## src/verilog/refgen_regs.vh

```
// register offsets, field positions, reset values for the reference clock
`ifndef REFGEN_REGS_VH
`define REFGEN_REGS_VH

// ***********************************************************
// register offsets (word index on the register port)
// ***********************************************************
`define REFGEN_ADDR_W 2
`define REFGEN_CONTROL_LOW_ADDR 2'h0
`define REFGEN_CONTROL_HIGH_ADDR 2'h1
`define REFGEN_TRIM_ADDR 2'h2

// ***********************************************************
// field positions
// ***********************************************************
`define REFGEN_ENABLE_BIT 15
`define REFGEN_PIN_OE_BIT 12
`define REFGEN_SLEEP_RUN_BIT 11
`define REFGEN_SWITCH_BIT 9
`define REFGEN_ACTIVE_BIT 8
`define REFGEN_SELECT_MSB 3
`define REFGEN_SELECT_LSB 0
`define REFGEN_DIVIDER_MSB 14
`define REFGEN_DIVIDER_LSB 0
`define REFGEN_TRIM_MSB 15
`define REFGEN_TRIM_LSB 7

// ***********************************************************
// reset values
// ***********************************************************
`define REFGEN_SELECT_RESET 4'h0
`define REFGEN_DIVIDER_RESET 15'h0000
`define REFGEN_TRIM_RESET 9'h000
`define REFGEN_SELECT_SYSCLK 4'h0

`endif

```

## src/verilog/sync_two_flop.v

```verilog
// two flip-flop level synchroniser, any width
`timescale 1ns/10ps
module sync_two_flop #(
  parameter W = 1
) (
  input wire mclk,
  input wire rst_n,
  input wire [W-1:0] async_in,
  output wire [W-1:0] sync_out
);
  reg [W-1:0] meta_q;
  reg [W-1:0] sync_q;

  // first stage feeds only the second stage
  always @(posedge mclk or negedge rst_n)
  begin
    if (!rst_n)
    begin
      meta_q <= {W{1'b0}};
      sync_q <= {W{1'b0}};
    end
    else
    begin
      meta_q <= async_in;
      sync_q <= meta_q;
    end
  end

  assign sync_out = sync_q;
endmodule // sync_two_flop

```

## src/verilog/frac_divider.v

```verilog
// half-period counter with fractional trim accumulator
`timescale 1ns/10ps
module frac_divider #(
  parameter DW = 15,
  parameter TW = 9
) (
  input wire mclk,
  input wire rst_n,
  input wire tick,
  input wire run,
  input wire [DW-1:0] div_n,
  input wire [TW-1:0] trim,
  output wire level,
  output wire fall
);
  reg [DW:0] cnt_q;
  reg [TW-1:0] acc_q;
  reg extra_q;
  reg level_q;
  wire [DW:0] half_len;
  wire [DW:0] cnt_inc;
  wire terminal;
  wire [TW:0] acc_sum;

  // a half period lasts div_n source edges, plus one when trim carries
  assign half_len = {1'b0, div_n} + {{DW{1'b0}}, extra_q};
  assign cnt_inc = cnt_q + {{DW{1'b0}}, 1'b1};
  assign terminal = (cnt_inc >= half_len);
  assign acc_sum = {1'b0, acc_q} + {1'b0, trim};
  assign fall = tick & terminal & level_q & run;
  assign level = level_q;

  // keeps counting while running, or to finish a high phase on stop
  always @(posedge mclk or negedge rst_n)
  begin
    if (!rst_n)
    begin
      cnt_q <= {(DW+1){1'b0}};
      acc_q <= {TW{1'b0}};
      extra_q <= 1'b0;
      level_q <= 1'b0;
    end
    else if (!run && !level_q)
    begin
      cnt_q <= {(DW+1){1'b0}};
      acc_q <= {TW{1'b0}};
      extra_q <= 1'b0;
    end
    else if (tick)
    begin
      if (terminal)
      begin
        cnt_q <= {(DW+1){1'b0}};
        level_q <= ~level_q;
        acc_q <= acc_sum[TW-1:0]; // fractional part carried on
        extra_q <= acc_sum[TW];
      end
      else
      begin
        cnt_q <= cnt_inc;
      end
    end
  end
endmodule // frac_divider

```

## src/verilog/refgen_top.v

```verilog
// reference clock output generator with register port
//
// How it works
// enable bit 15 of control low drives the generated clock out.
// four-bit select in control low bits 3:0 picks the source.
// fifteen-bit divider in control high 14:0, ratios 1:1 to 1:65,534.
// nine-bit trim in trim register 15:7 adds a fractional part.
// switch flag, control low bit 9, stays set while values switch in.
// software checks the switch flag clear before writing divider or trim.
// software sets the switch flag and polls it clear before use.
// output runs in sleep only with sleep-run bit 11 and sleep-capable source.
// select zero takes the system clock, following its switches.
// separate pin output enable gates the clock onto the pin.
// active status bit 8 set while active, cleared after disable.
// software leaves source, trim, divider alone while active shows set.
// software clears enable only after active status has read one.
// fixed half oscillator clock out where the oscillator mode allows it.
// new divider and trim take effect only at an output clock boundary; the code also loads them on the next edge while active status is clear.
// reset clears all control, output off, status and flag clear.
`timescale 1ns/10ps
`include "refgen_regs.vh"
module refgen_top #(
  parameter DW = 15,
  parameter TW = 9,
  parameter NSRC = 15
) (
  input wire mclk,
  input wire rst_n,
  input wire [`REFGEN_ADDR_W-1:0] reg_addr,
  input wire [15:0] reg_wdata,
  input wire reg_wr,
  input wire reg_rd,
  output wire [15:0] reg_rdata,
  input wire [NSRC-1:0] src_clk_in,
  input wire [NSRC:0] src_runs_in_sleep,
  input wire sleep_mode,
  input wire half_osc_allowed,
  output wire reference_clock_pin,
  output wire reference_clock_pin_oe,
  output wire half_osc_clock_out,
  output wire generator_active_out
);

  // ***********************************************************
  // software control state
  // ***********************************************************
  reg refgen_enable_q;
  reg pin_output_enable_q;
  reg run_in_sleep_q;
  reg [3:0] refgen_source_select_q;
  reg [DW-1:0] refgen_integer_divider_q;
  reg [TW-1:0] refgen_fraction_trim_q;
  reg divider_switch_flag_q;
  reg generator_active_status_q;
  reg [15:0] rdata_q;

  // values the divider really uses, loaded at a boundary or while inactive
  reg [DW-1:0] applied_div_q;
  reg [TW-1:0] applied_trim_q;

  // ***********************************************************
  // pins and foreign clocks brought into the mclk domain
  // ***********************************************************
  // bit positions of each group inside the synchroniser bus
  localparam SLEEP_LO = NSRC;
  localparam SLEEP_HI = NSRC + NSRC;
  localparam SLEEP_BIT = NSRC + NSRC + 1;
  localparam HALF_BIT = NSRC + NSRC + 2;
  localparam SW = NSRC + NSRC + 3;
  wire [SW-1:0] sync_bus;
  wire [NSRC-1:0] src_sync;
  wire [NSRC:0] sleep_ok_sync;
  wire sleep_sync;
  wire half_allow_sync;

  // one synchroniser for every foreign input, first stage never read
  sync_two_flop #(
    .W(SW)
  ) u_sync (
    .mclk(mclk),
    .rst_n(rst_n),
    .async_in({half_osc_allowed, sleep_mode, src_runs_in_sleep,
      src_clk_in}),
    .sync_out(sync_bus)
  );

  // split the synchronised bus back into its groups
  assign src_sync = sync_bus[NSRC-1:0];
  assign sleep_ok_sync = sync_bus[SLEEP_HI:SLEEP_LO];
  assign sleep_sync = sync_bus[SLEEP_BIT];
  assign half_allow_sync = sync_bus[HALF_BIT];

  // ***********************************************************
  // source selection and edge ticks
  // ***********************************************************
  // tick and level of the chosen source
  reg [NSRC-1:0] src_prev_q;
  reg sys_toggle_q;
  reg src_tick;
  reg src_level;

  // edge detect reads only the settled second-stage copy
  always @(posedge mclk or negedge rst_n)
  begin
    if (!rst_n)
    begin
      src_prev_q <= {NSRC{1'b0}};
      sys_toggle_q <= 1'b0;
    end
    else
    begin
      src_prev_q <= src_sync;
      sys_toggle_q <= ~sys_toggle_q;
    end
  end

  // system clock source ticks every cycle; others on a rising edge
  always @*
  begin
    src_tick = 1'b0;
    src_level = 1'b0;
    if (refgen_source_select_q == `REFGEN_SELECT_SYSCLK)
    begin
      src_tick = 1'b1;
      src_level = sys_toggle_q;
    end
    else if ({28'h0000000, refgen_source_select_q} <= NSRC)
    begin
      src_tick = src_sync[refgen_source_select_q - 4'h1] &
        ~src_prev_q[refgen_source_select_q - 4'h1];
      src_level = src_sync[refgen_source_select_q - 4'h1];
    end
  end

  // ***********************************************************
  // run decision, divider and output gating
  // ***********************************************************
  wire sleep_blocks;
  wire gen_run;
  wire div_level;
  wire div_fall;
  wire gen_level;
  wire bypass;

  // in sleep the clock survives only if asked to and its source runs
  assign sleep_blocks = sleep_sync &
    ~(run_in_sleep_q & sleep_ok_sync[refgen_source_select_q]);
  assign gen_run = refgen_enable_q & ~sleep_blocks;
  assign bypass = (applied_div_q == {DW{1'b0}});

  // divider runs on the applied copies, never on the live fields
  frac_divider #(
    .DW(DW),
    .TW(TW)
  ) u_div (
    .mclk(mclk),
    .rst_n(rst_n),
    .tick(src_tick),
    .run(gen_run),
    .div_n(applied_div_q),
    .trim(applied_trim_q),
    .level(div_level),
    .fall(div_fall)
  );

  // zero divider passes the source straight through; no trim then
  assign gen_level = bypass ? (src_level & gen_run) : div_level;

  // pin drive registers
  reg refclk_q;
  reg refclk_oe_q;

  // registered pin drive; low whenever gated so no half pulse escapes
  always @(posedge mclk or negedge rst_n)
  begin
    if (!rst_n)
    begin
      refclk_q <= 1'b0;
      refclk_oe_q <= 1'b0;
    end
    else
    begin
      refclk_q <= gen_level & pin_output_enable_q;
      refclk_oe_q <= pin_output_enable_q & refgen_enable_q;
    end
  end

  // ***********************************************************
  // boundary for switching divider values
  // ***********************************************************
  wire at_boundary;
  wire apply_now;

  // bypass has no half-period, a low source level is the boundary
  assign at_boundary = bypass ? ~gen_level : div_fall;
  assign apply_now = divider_switch_flag_q &
    (at_boundary | ~generator_active_status_q);

  // ***********************************************************
  // register writes and hardware flag updates
  // ***********************************************************
  wire wr_low;
  wire wr_high;
  wire wr_trim;
  wire sw_set;

  // one write decode per register
  assign wr_low = reg_wr & (reg_addr == `REFGEN_CONTROL_LOW_ADDR);
  assign wr_high = reg_wr & (reg_addr == `REFGEN_CONTROL_HIGH_ADDR);
  assign wr_trim = reg_wr & (reg_addr == `REFGEN_TRIM_ADDR);
  assign sw_set = wr_low & reg_wdata[`REFGEN_SWITCH_BIT];

  // software control fields, all cleared by reset
  always @(posedge mclk or negedge rst_n)
  begin
    if (!rst_n)
    begin
      refgen_enable_q <= 1'b0;
      pin_output_enable_q <= 1'b0;
      run_in_sleep_q <= 1'b0;
      refgen_source_select_q <= `REFGEN_SELECT_RESET;
      refgen_integer_divider_q <= `REFGEN_DIVIDER_RESET;
      refgen_fraction_trim_q <= `REFGEN_TRIM_RESET;
    end
    else
    begin
      if (wr_low)
      begin
        refgen_enable_q <= reg_wdata[`REFGEN_ENABLE_BIT];
        pin_output_enable_q <= reg_wdata[`REFGEN_PIN_OE_BIT];
        run_in_sleep_q <= reg_wdata[`REFGEN_SLEEP_RUN_BIT];
        refgen_source_select_q <=
          reg_wdata[`REFGEN_SELECT_MSB:`REFGEN_SELECT_LSB];
      end
      if (wr_high)
        refgen_integer_divider_q <=
          reg_wdata[`REFGEN_DIVIDER_MSB:`REFGEN_DIVIDER_LSB];
      if (wr_trim)
        refgen_fraction_trim_q <=
          reg_wdata[`REFGEN_TRIM_MSB:`REFGEN_TRIM_LSB];
    end
  end

  // switch flag: software sets, hardware clears; a set beats the clear
  // a switch while inactive lands on the next edge, nothing to glitch
  always @(posedge mclk or negedge rst_n)
  begin
    if (!rst_n)
    begin
      divider_switch_flag_q <= 1'b0;
      applied_div_q <= `REFGEN_DIVIDER_RESET;
      applied_trim_q <= `REFGEN_TRIM_RESET;
    end
    else
    begin
      if (apply_now)
      begin
        applied_div_q <= refgen_integer_divider_q;
        applied_trim_q <= refgen_fraction_trim_q;
      end
      if (sw_set)
        divider_switch_flag_q <= 1'b1;
      else if (apply_now)
        divider_switch_flag_q <= 1'b0;
    end
  end

  // active follows enable, drops only after the output settles low
  // software waits on this before retuning, so it must not drop early
  always @(posedge mclk or negedge rst_n)
  begin
    if (!rst_n)
      generator_active_status_q <= 1'b0;
    else if (refgen_enable_q)
      generator_active_status_q <= 1'b1;
    else if (!gen_level)
      generator_active_status_q <= 1'b0;
  end

  // ***********************************************************
  // register reads, data stand one cycle after the strobe
  // ***********************************************************
  reg [15:0] rd_mux;

  // read multiplexer, reserved bits stay zero
  always @*
  begin
    rd_mux = 16'h0000;
    case (reg_addr)
      `REFGEN_CONTROL_LOW_ADDR:
      begin
        rd_mux[`REFGEN_ENABLE_BIT] = refgen_enable_q;
        rd_mux[`REFGEN_PIN_OE_BIT] = pin_output_enable_q;
        rd_mux[`REFGEN_SLEEP_RUN_BIT] = run_in_sleep_q;
        rd_mux[`REFGEN_SWITCH_BIT] = divider_switch_flag_q;
        rd_mux[`REFGEN_ACTIVE_BIT] = generator_active_status_q;
        rd_mux[`REFGEN_SELECT_MSB:`REFGEN_SELECT_LSB] =
          refgen_source_select_q;
      end
      `REFGEN_CONTROL_HIGH_ADDR:
        rd_mux[`REFGEN_DIVIDER_MSB:`REFGEN_DIVIDER_LSB] =
          refgen_integer_divider_q;
      `REFGEN_TRIM_ADDR:
        rd_mux[`REFGEN_TRIM_MSB:`REFGEN_TRIM_LSB] = refgen_fraction_trim_q;
      default:
        rd_mux = 16'h0000; // unmapped reads as zero
    endcase
  end

  // read data valid only in the cycle after the strobe, zero otherwise
  always @(posedge mclk or negedge rst_n)
  begin
    if (!rst_n)
      rdata_q <= 16'h0000;
    else if (reg_rd)
      rdata_q <= rd_mux;
    else
      rdata_q <= 16'h0000;
  end

  // ***********************************************************
  // fixed half oscillator clock output
  // ***********************************************************
  reg half_osc_q;

  // mclk stands in for the oscillator; held low in modes without it
  always @(posedge mclk or negedge rst_n)
  begin
    if (!rst_n)
      half_osc_q <= 1'b0;
    else if (half_allow_sync)
      half_osc_q <= ~half_osc_q;
    else
      half_osc_q <= 1'b0;
  end

  // ***********************************************************
  // outputs, all from flip-flops
  // ***********************************************************
  assign reg_rdata = rdata_q;
  assign reference_clock_pin = refclk_q;
  assign reference_clock_pin_oe = refclk_oe_q;
  assign half_osc_clock_out = half_osc_q;
  assign generator_active_out = generator_active_status_q;
endmodule // refgen_top

```

## config.mk

```make
export PLATFORM = sky130hd
export DESIGN_NAME = refgen_top
export DESIGN_NICKNAME = d
export VERILOG_FILES = /design/src/verilog/sync_two_flop.v /design/src/verilog/frac_divider.v /design/src/verilog/refgen_top.v
export VERILOG_INCLUDE_DIRS = /design/src /design/src/verilog
export SDC_FILE = /design/constraint.sdc
export NUM_CORES = 1
export LEC_CHECK = 0
export BUFFER_PORTS_ARGS = -buffer_cell sky130_fd_sc_hd__buf_2
export CAP_MARGIN = 10
export CELL_PAD_IN_SITES_DETAIL_PLACEMENT = 0
export CELL_PAD_IN_SITES_GLOBAL_PLACEMENT = 2
export CORE_AREA = 2 2 144 146
export DETAILED_ROUTE_END_ITERATION = 10
export DIE_AREA = 0 0 146 148
export HOLD_SLACK_MARGIN = 0.15
export PLACE_DENSITY = 0.86
export SLEW_MARGIN = 20
export SYNTH_ARGS = -nofsm -noshare
export SYNTH_HDL_FRONTEND = slang
export SYNTH_SLANG_ARGS = --single-unit
```

## constraint.sdc

```tcl
create_clock -name mclk -period 8.8 [get_ports mclk]
set_input_delay 1.32 -clock mclk [delete_from_list [all_inputs] [get_ports mclk]]
set_output_delay 1.32 -clock mclk [all_outputs]
set_load 0.05 [all_outputs]
```

**Word-level counts from Yosys, hierarchy flattened**

Index checks and enable logic that the tools add are counted.

- Output and inout port bits: 20
- Input bits: 55
- Logic and storage cells: 101
- Bits in registers: 185

- Mux-type cells: 33
- Magnitude comparators: 3
- Add/subtract/negate cells: 4
- Bitwise logic cells: 25
- Reductions and logical operators: 11
- Equal/unequal tests: 3

Operators by type and width:

| kind | number |
|---|---|
| 16-bit 2-to-1 mux | 4 |
| 9-bit 2-to-1 mux | 3 |
| 15-bit by 1-bit adder with 16-bit output | 1 |
| 16-bit by 1-bit adder with 16-bit output, second input constant | 1 |
| 16-bit greater-or-equal comparator | 1 |
| 1-bit AND | 15 |
| 15-bit zero test | 1 |
| 1-bit 2-to-1 mux | 15 |
| 1-bit binary-select mux with 4-bit select | 3 |
| 2-bit case mux with 3 select lines | 2 |
| 9-bit by 9-bit adder with 10-bit output | 1 |
| 4-bit by 5-bit less-than comparator with 1-bit output, second input constant | 2 |
| 1-bit inverter | 9 |
| 4-bit case mux with 2 select lines | 1 |
| 1-bit case mux with 2 select lines | 3 |
| 2-bit nonzero test | 3 |
| 4-bit zero test | 1 |
| 2-bit case mux with 2 select lines | 1 |
| 4-bit by 1-bit subtractor with 4-bit output, second input constant | 1 |
| 3-bit 2-to-1 mux | 1 |
| 3-bit AND reduction | 1 |
| 2-bit by 1-bit equality test with 1-bit output, second input constant | 1 |
| 2-bit equality test, second input constant | 1 |
| 1-bit zero test | 2 |
| 5 further kinds | 5 |

**Longest topological paths before layout**

- Depth after elaboration: 15
- Gate-level depth with buffers: 16
- Depth with buffers taken out: 14

**Hierarchy**

From an unflattened synthesis, not the netlist that was laid out.

- Cell total of the unflattened synthesis: 660
- Area total of the unflattened synthesis: 8169.1 um^2

Modules (own cells, without submodules):

| module | area an instance (um^2) | cells an instance | instances | seq. area each (um^2) |
|---|---|---|---|---|
| refgen_top | 4201.5 | 336 | 1 | 2302.2 |
| frac_divider | 2316.0 | 258 | 1 | 675.6 |
| sync_two_flop | 1651.6 | 66 | 1 | 1651.6 |

**Worst setup path after synthesis**

OpenSTA, ideal clock, no wires.

- Path kind: register to register
- From: register applied_div_q[2]
- To: register applied_div_q[0]
- Clock period less this slack: 3448 ps
- Stages on the path, launching flop included: 16
- Data required time: 8675 ps
- Data arrival time: 3323 ps
- Path buffers: 1
- Setup time: 125 ps
- Path slack: 5352 ps
- Path through: dfrtp_1 > and3_1 > and2_1 > nand4_1 > nor2_1 > nand3_1 > xor2_1 > ha_1 > a21o_1 > a21oi_1 > o22ai_1 > a211o_1 > nor4b_4 > o21ai_2 > buf_6 > mux2_4

- Longest elaborated chain between the ends: 8
- Elaborated cells between the ends (all ways): 11
- Classes of those cells: add/sub (1); order compare (1); mux (2); bitwise (6); reduce/logical (1)

RTL lines:

| element | line | source |
|---|---|---|
| start: declaration | refgen_top.v:58 | `reg [DW-1:0] applied_div_q;` |
| start signal: assignment | refgen_top.v:251 | `` applied_div_q <= `REFGEN_DIVIDER_RESET; `` |
| start signal: assignment | refgen_top.v:258 | `applied_div_q <= refgen_integer_divider_q;` |
| 15-bit by 1-bit adder with 16-bit output | frac_divider.v:26 | `assign half_len = {1'b0, div_n} + {{DW{1'b0}}, extra_q};` |
| 16-bit greater-or-equal comparator | frac_divider.v:28 | `assign terminal = (cnt_inc >= half_len);` |
| 1-bit AND (3 in a row) | frac_divider.v:30 | `assign fall = tick & terminal & level_q & run;` |
| 1-bit 2-to-1 mux * | refgen_top.v:195 | `assign at_boundary = bypass ? ~gen_level : div_fall;` |
| 1-bit bitwise OR * | refgen_top.v:197 | `(at_boundary \| ~generator_active_status_q);` |
| 1-bit AND * | refgen_top.v:196 | `assign apply_now = divider_switch_flag_q &` |

Mark *: on every way between the ends. The rest lies on a longest branch, timed or not.
A chain may end at the register's enable or synchronous reset.

**Worst setup path in the final report**

- From: register refgen_source_select_q[0]
- To: register u_div.cnt_q[13]

- Longest elaborated chain between the ends: 10
- Elaborated cells between the ends (all ways): 20
- Classes of those cells: add/sub (1); mux (8); bitwise (7); reduce/logical (4)

RTL lines:

| element | line | source |
|---|---|---|
| start: declaration | refgen_top.v:50 | `reg [3:0] refgen_source_select_q;` |
| start signal: assignment | refgen_top.v:221 | `` refgen_source_select_q <= `REFGEN_SELECT_RESET; `` |
| start signal: assignment | refgen_top.v:232 | `refgen_source_select_q <=` |
| parallel branches: the longest is 10 deep, another holds 4-bit by 1-bit subtractor with 4-bit output | - |  |
| end signal: assignment | frac_divider.v:38 | `cnt_q <= {(DW+1){1'b0}};` |
| end signal: assignment | frac_divider.v:45 | `cnt_q <= {(DW+1){1'b0}};` |
| end signal: assignment | frac_divider.v:53 | `cnt_q <= {(DW+1){1'b0}};` |
| end: declaration | frac_divider.v:16 | `reg [DW:0] cnt_q;` |

Parallel ways; which one is timed is not known. The select of a mux whose other input is x is not followed.

==> results.yml <==
cells_and_area:
  area_growth_pct: 15.4
  drive_gt1_frac: 0.286
  nets: 740
  fillers: 1840
  fin_area_um2: 9140
  utilization: 0.456
route:
  vias: 4721
  wirelength_um: 15200
  drc: 0
  drtAntennaViolNets: 0
  drt_first_iter_violations: 223
  wl_per_cell_um: 16.3
  drtPass1Iterations: 5
  drt-vias-per-instance: 5.05
clock_tree:
  cts-buffers-inserted: 17
  cts_tree: "done"
  cts-root-buf: "clkbuf_16"
  holdBufCountCts: 0
  cts.htree.levels: 4
  path_clk_slew_ns: 0.08
  clock-sinks: 185
  cts_resized: 0
  clk_latency_ns: 0.44
  cts_buffer_depth: 2
  cts_setup_buffers: 0
worst_setup_path:
  rr_startpoint: "refgen_source_select_q[0]"
  critPathLaunch: "refgen_source_select_q[0]"
  regToRegSetupSlack_ns: 4.68
  end_kind: "flip-flop"
  cp_cell_sequence: "inv_1 > ha_1 > mux4_2 > nor4b_2 > a31oi_1 > a211o_1 > nor3_2 > a21oi_1 > a31oi_1"
  critical_path.max_stage_delay_ns: 0.91
  cp.arrival_ns: 4.46
  cp_max_fo: 17
  path_buf_inv: 1
  cp.required_ns: 9.14
  cpMostUsedCell: "a31oi_1"
  critPathSlowestCell: "dfrtp_1"
  critPathLaunchType: "flip-flop"
  crit_type: "flip-flop to flip-flop"
  critical_path.top_delay_family: "simple AND/OR/NAND/NOR gates"
floorplanning:
  design.die.area_um2: 21600
  core_um2: 20000
  die_h_um: 148
  start_util: 0.395
  die_w_um: 146
  fp-row-count: 52
  pin_count: 75
power_and_ir_drop:
  power_frac_seq: 0.466
  pwr-share-clk: 0.318
  power_density_nw_per_um2: 258
  internal-power_mw: 1.60
  pwr-share-comb: 0.217
  vdd.ir_drop.worst_mv: 0.142
  p_sw_frac: 0.319
  power_switching_mw: 0.750
  p_leak_nw: 4.26
global_routing:
  grt.total_usage: 0.148
  grt_overflow_total: 0
  grt_max_degree: 107
  antenna_found_initial: 0
  grt_pass1_wl_um: 25400
  grt_pass1_vias: 5031
sta:
  relSlewSlack: 0.353
  report.final.slew_viol_count: 0
  fin_crit_ns: 4.12
  finalCritPeriodShare: 0.468
  tightestPinTransition_ns: 0.970
  setup_tns_ns: 0
  rsz0062_at_grt: "no"
  skew_ns: 0.0189
  finalHoldViolations: 0
  setup_violations: 0
  fmax_mhz: 243
yosys:
  synth_cell_type_count: 58
  synth_flop_cell: "dfrtp_1"
  yosysTopAreaCell: "dfrtp_1"
  synth-edff-count: 0
  yosys-top-cells-area: "dfrtp_1 (58%), mux2_2 (5.5%), ha_1 (5.2%)"
  syn_inst: 576
  yosys-top-cells-count: "dfrtp_1 (185), mux2_2 (39), ha_1 (33)"
  synth_top_area_share: 0.585
  syn_area_per_cell_um2: 13.7
  synth_nets: 665
  synth_seq_area_share: 0.585
  synth_seq_cells: 185
  ys_warn_count: 0
  yosysMostFrequentCell: "dfrtp_1"
  ys_async_sr_fraction: 1.00
  syn_area_um2: 7920
placed_design:
  portBuffers: 74
  hpwlAfterDp_um: 11100
  place_congestion: 0.835
  placed_cell_area_um2: 8540
hold_path:
  hp-start: "u_sync.meta_q[20]"
  hold_path.class: "flip-flop to flip-flop"
outcome:
  status: "completed"
job:
  cap_viol_max_count: 0
## flip-flops by register name, indices dropped and copies added (netlist names), 4 cells and up
name,cells
u_div.cnt_q,16
u_sync.sync_out,33
u_div.acc_q,9
applied_div_q,15
applied_trim_q,9
refgen_integer_divider_q,15
reg_rdata,16
refgen_fraction_trim_q,9
src_prev_q,15
u_sync.meta_q,33
refgen_source_select_q,4
## metrics by stage
step	cells	setup slack, ns	hold slack [ns]	total power [mW]
after floorplan	576	5.35	0.331	1.47
after global placement	902	4.50	0.331	1.60
after detailed placement	902	4.30	0.335	1.63
after CTS	934	4.30	0.345	2.38
after global routing	934	4.33	0.352	2.48
final	935	4.68	0.339	2.35
## layer usage
| layer | track usage | wire (um) |
|---|---|---|
| met5 | 0 | 0 |
| met4 | 0.0689 | 440 |
| met3 | 0.0330 | 518 |
| met2 | 0.250 | 7640 |
| met1 | 0.183 | 6640 |
## cell type report
cell class | count | area, um2 | share of cell area
Sequential cell | 185 | 4630 | 0.507
Multi-Input combinational cell | 359 | 3140 | 0.343
Clock buffer | 17 | 425 | 0.0465
Timing Repair Buffer | 77 | 399 | 0.0437
Tap cell | 270 | 338 | 0.0370
Clock inverter | 15 | 169 | 0.0185
Inverter | 11 | 41.3 | 0.00452
Antenna cell | 1 | 2.50 | 0.000274
## path summary, 6_finish.rpt
path | depth (start not counted) | end
max in group asynchronous | 2 | u_sync.meta_q[22]
hold reg to reg | 0 | u_sync.sync_out[20]
setup / recovery | 9 | u_div.cnt_q[13]
min in group asynchronous | 1 | u_div.cnt_q[6]
setup reg to reg | 9 | u_div.cnt_q[13]
hold / removal | 0 | u_sync.sync_out[20]
## cells by family (layout without fill, tap and decap cells)
group	after synthesis	count (layout)	synth area share
other	0	1	0
flip-flops	185	185	0.585
AND/OR/NAND/NOR	131	131	0.0970
buffers and inverters	32	120	0.0197
AO/OA/AOI/OAI	85	85	0.0766
XOR/XNOR	32	32	0.0354
adder cells (fa/ha/maj)	34	34	0.0547
multiplexers	77	77	0.132
## power groups by stage
stage               Clock, mW  Sequential (mW)  Combinational (mW)
finish                  0.748             1.10               0.510
global route            0.800             1.12               0.565
CTS                     0.766             1.10               0.518
detailed placement          0             1.11               0.514
global placement            0             1.11               0.495
floorplan                   0             1.08               0.392
## cell usage in the layout (no fill, tap or decap), types with 5 or more instances in the layout
master / synthesis / layout
dfrtp_1: 185 / 185
buf_2: 4 / 73
mux2_2: 39 / 39
ha_1: 33 / 33
nor2_1: 28 / 28
mux2_4: 20 / 20
a21oi_1: 19 / 19
xnor2_1: 18 / 18
nand2_1: 17 / 17
nand3_1: 17 / 17
clkbuf_16: 0 / 17
and3_1: 14 / 14
xor2_1: 14 / 14
a22oi_1: 12 / 12
inv_1: 11 / 11
nor2b_1: 12 / 11
mux4_2: 10 / 10
mux2i_1: 8 / 8
a31oi_1: 8 / 8
nand2b_1: 7 / 7
nor3b_1: 7 / 7
a21o_1: 6 / 6
a22o_1: 6 / 6
nand4_1: 5 / 5
Power figures use the tool's default switching activity.
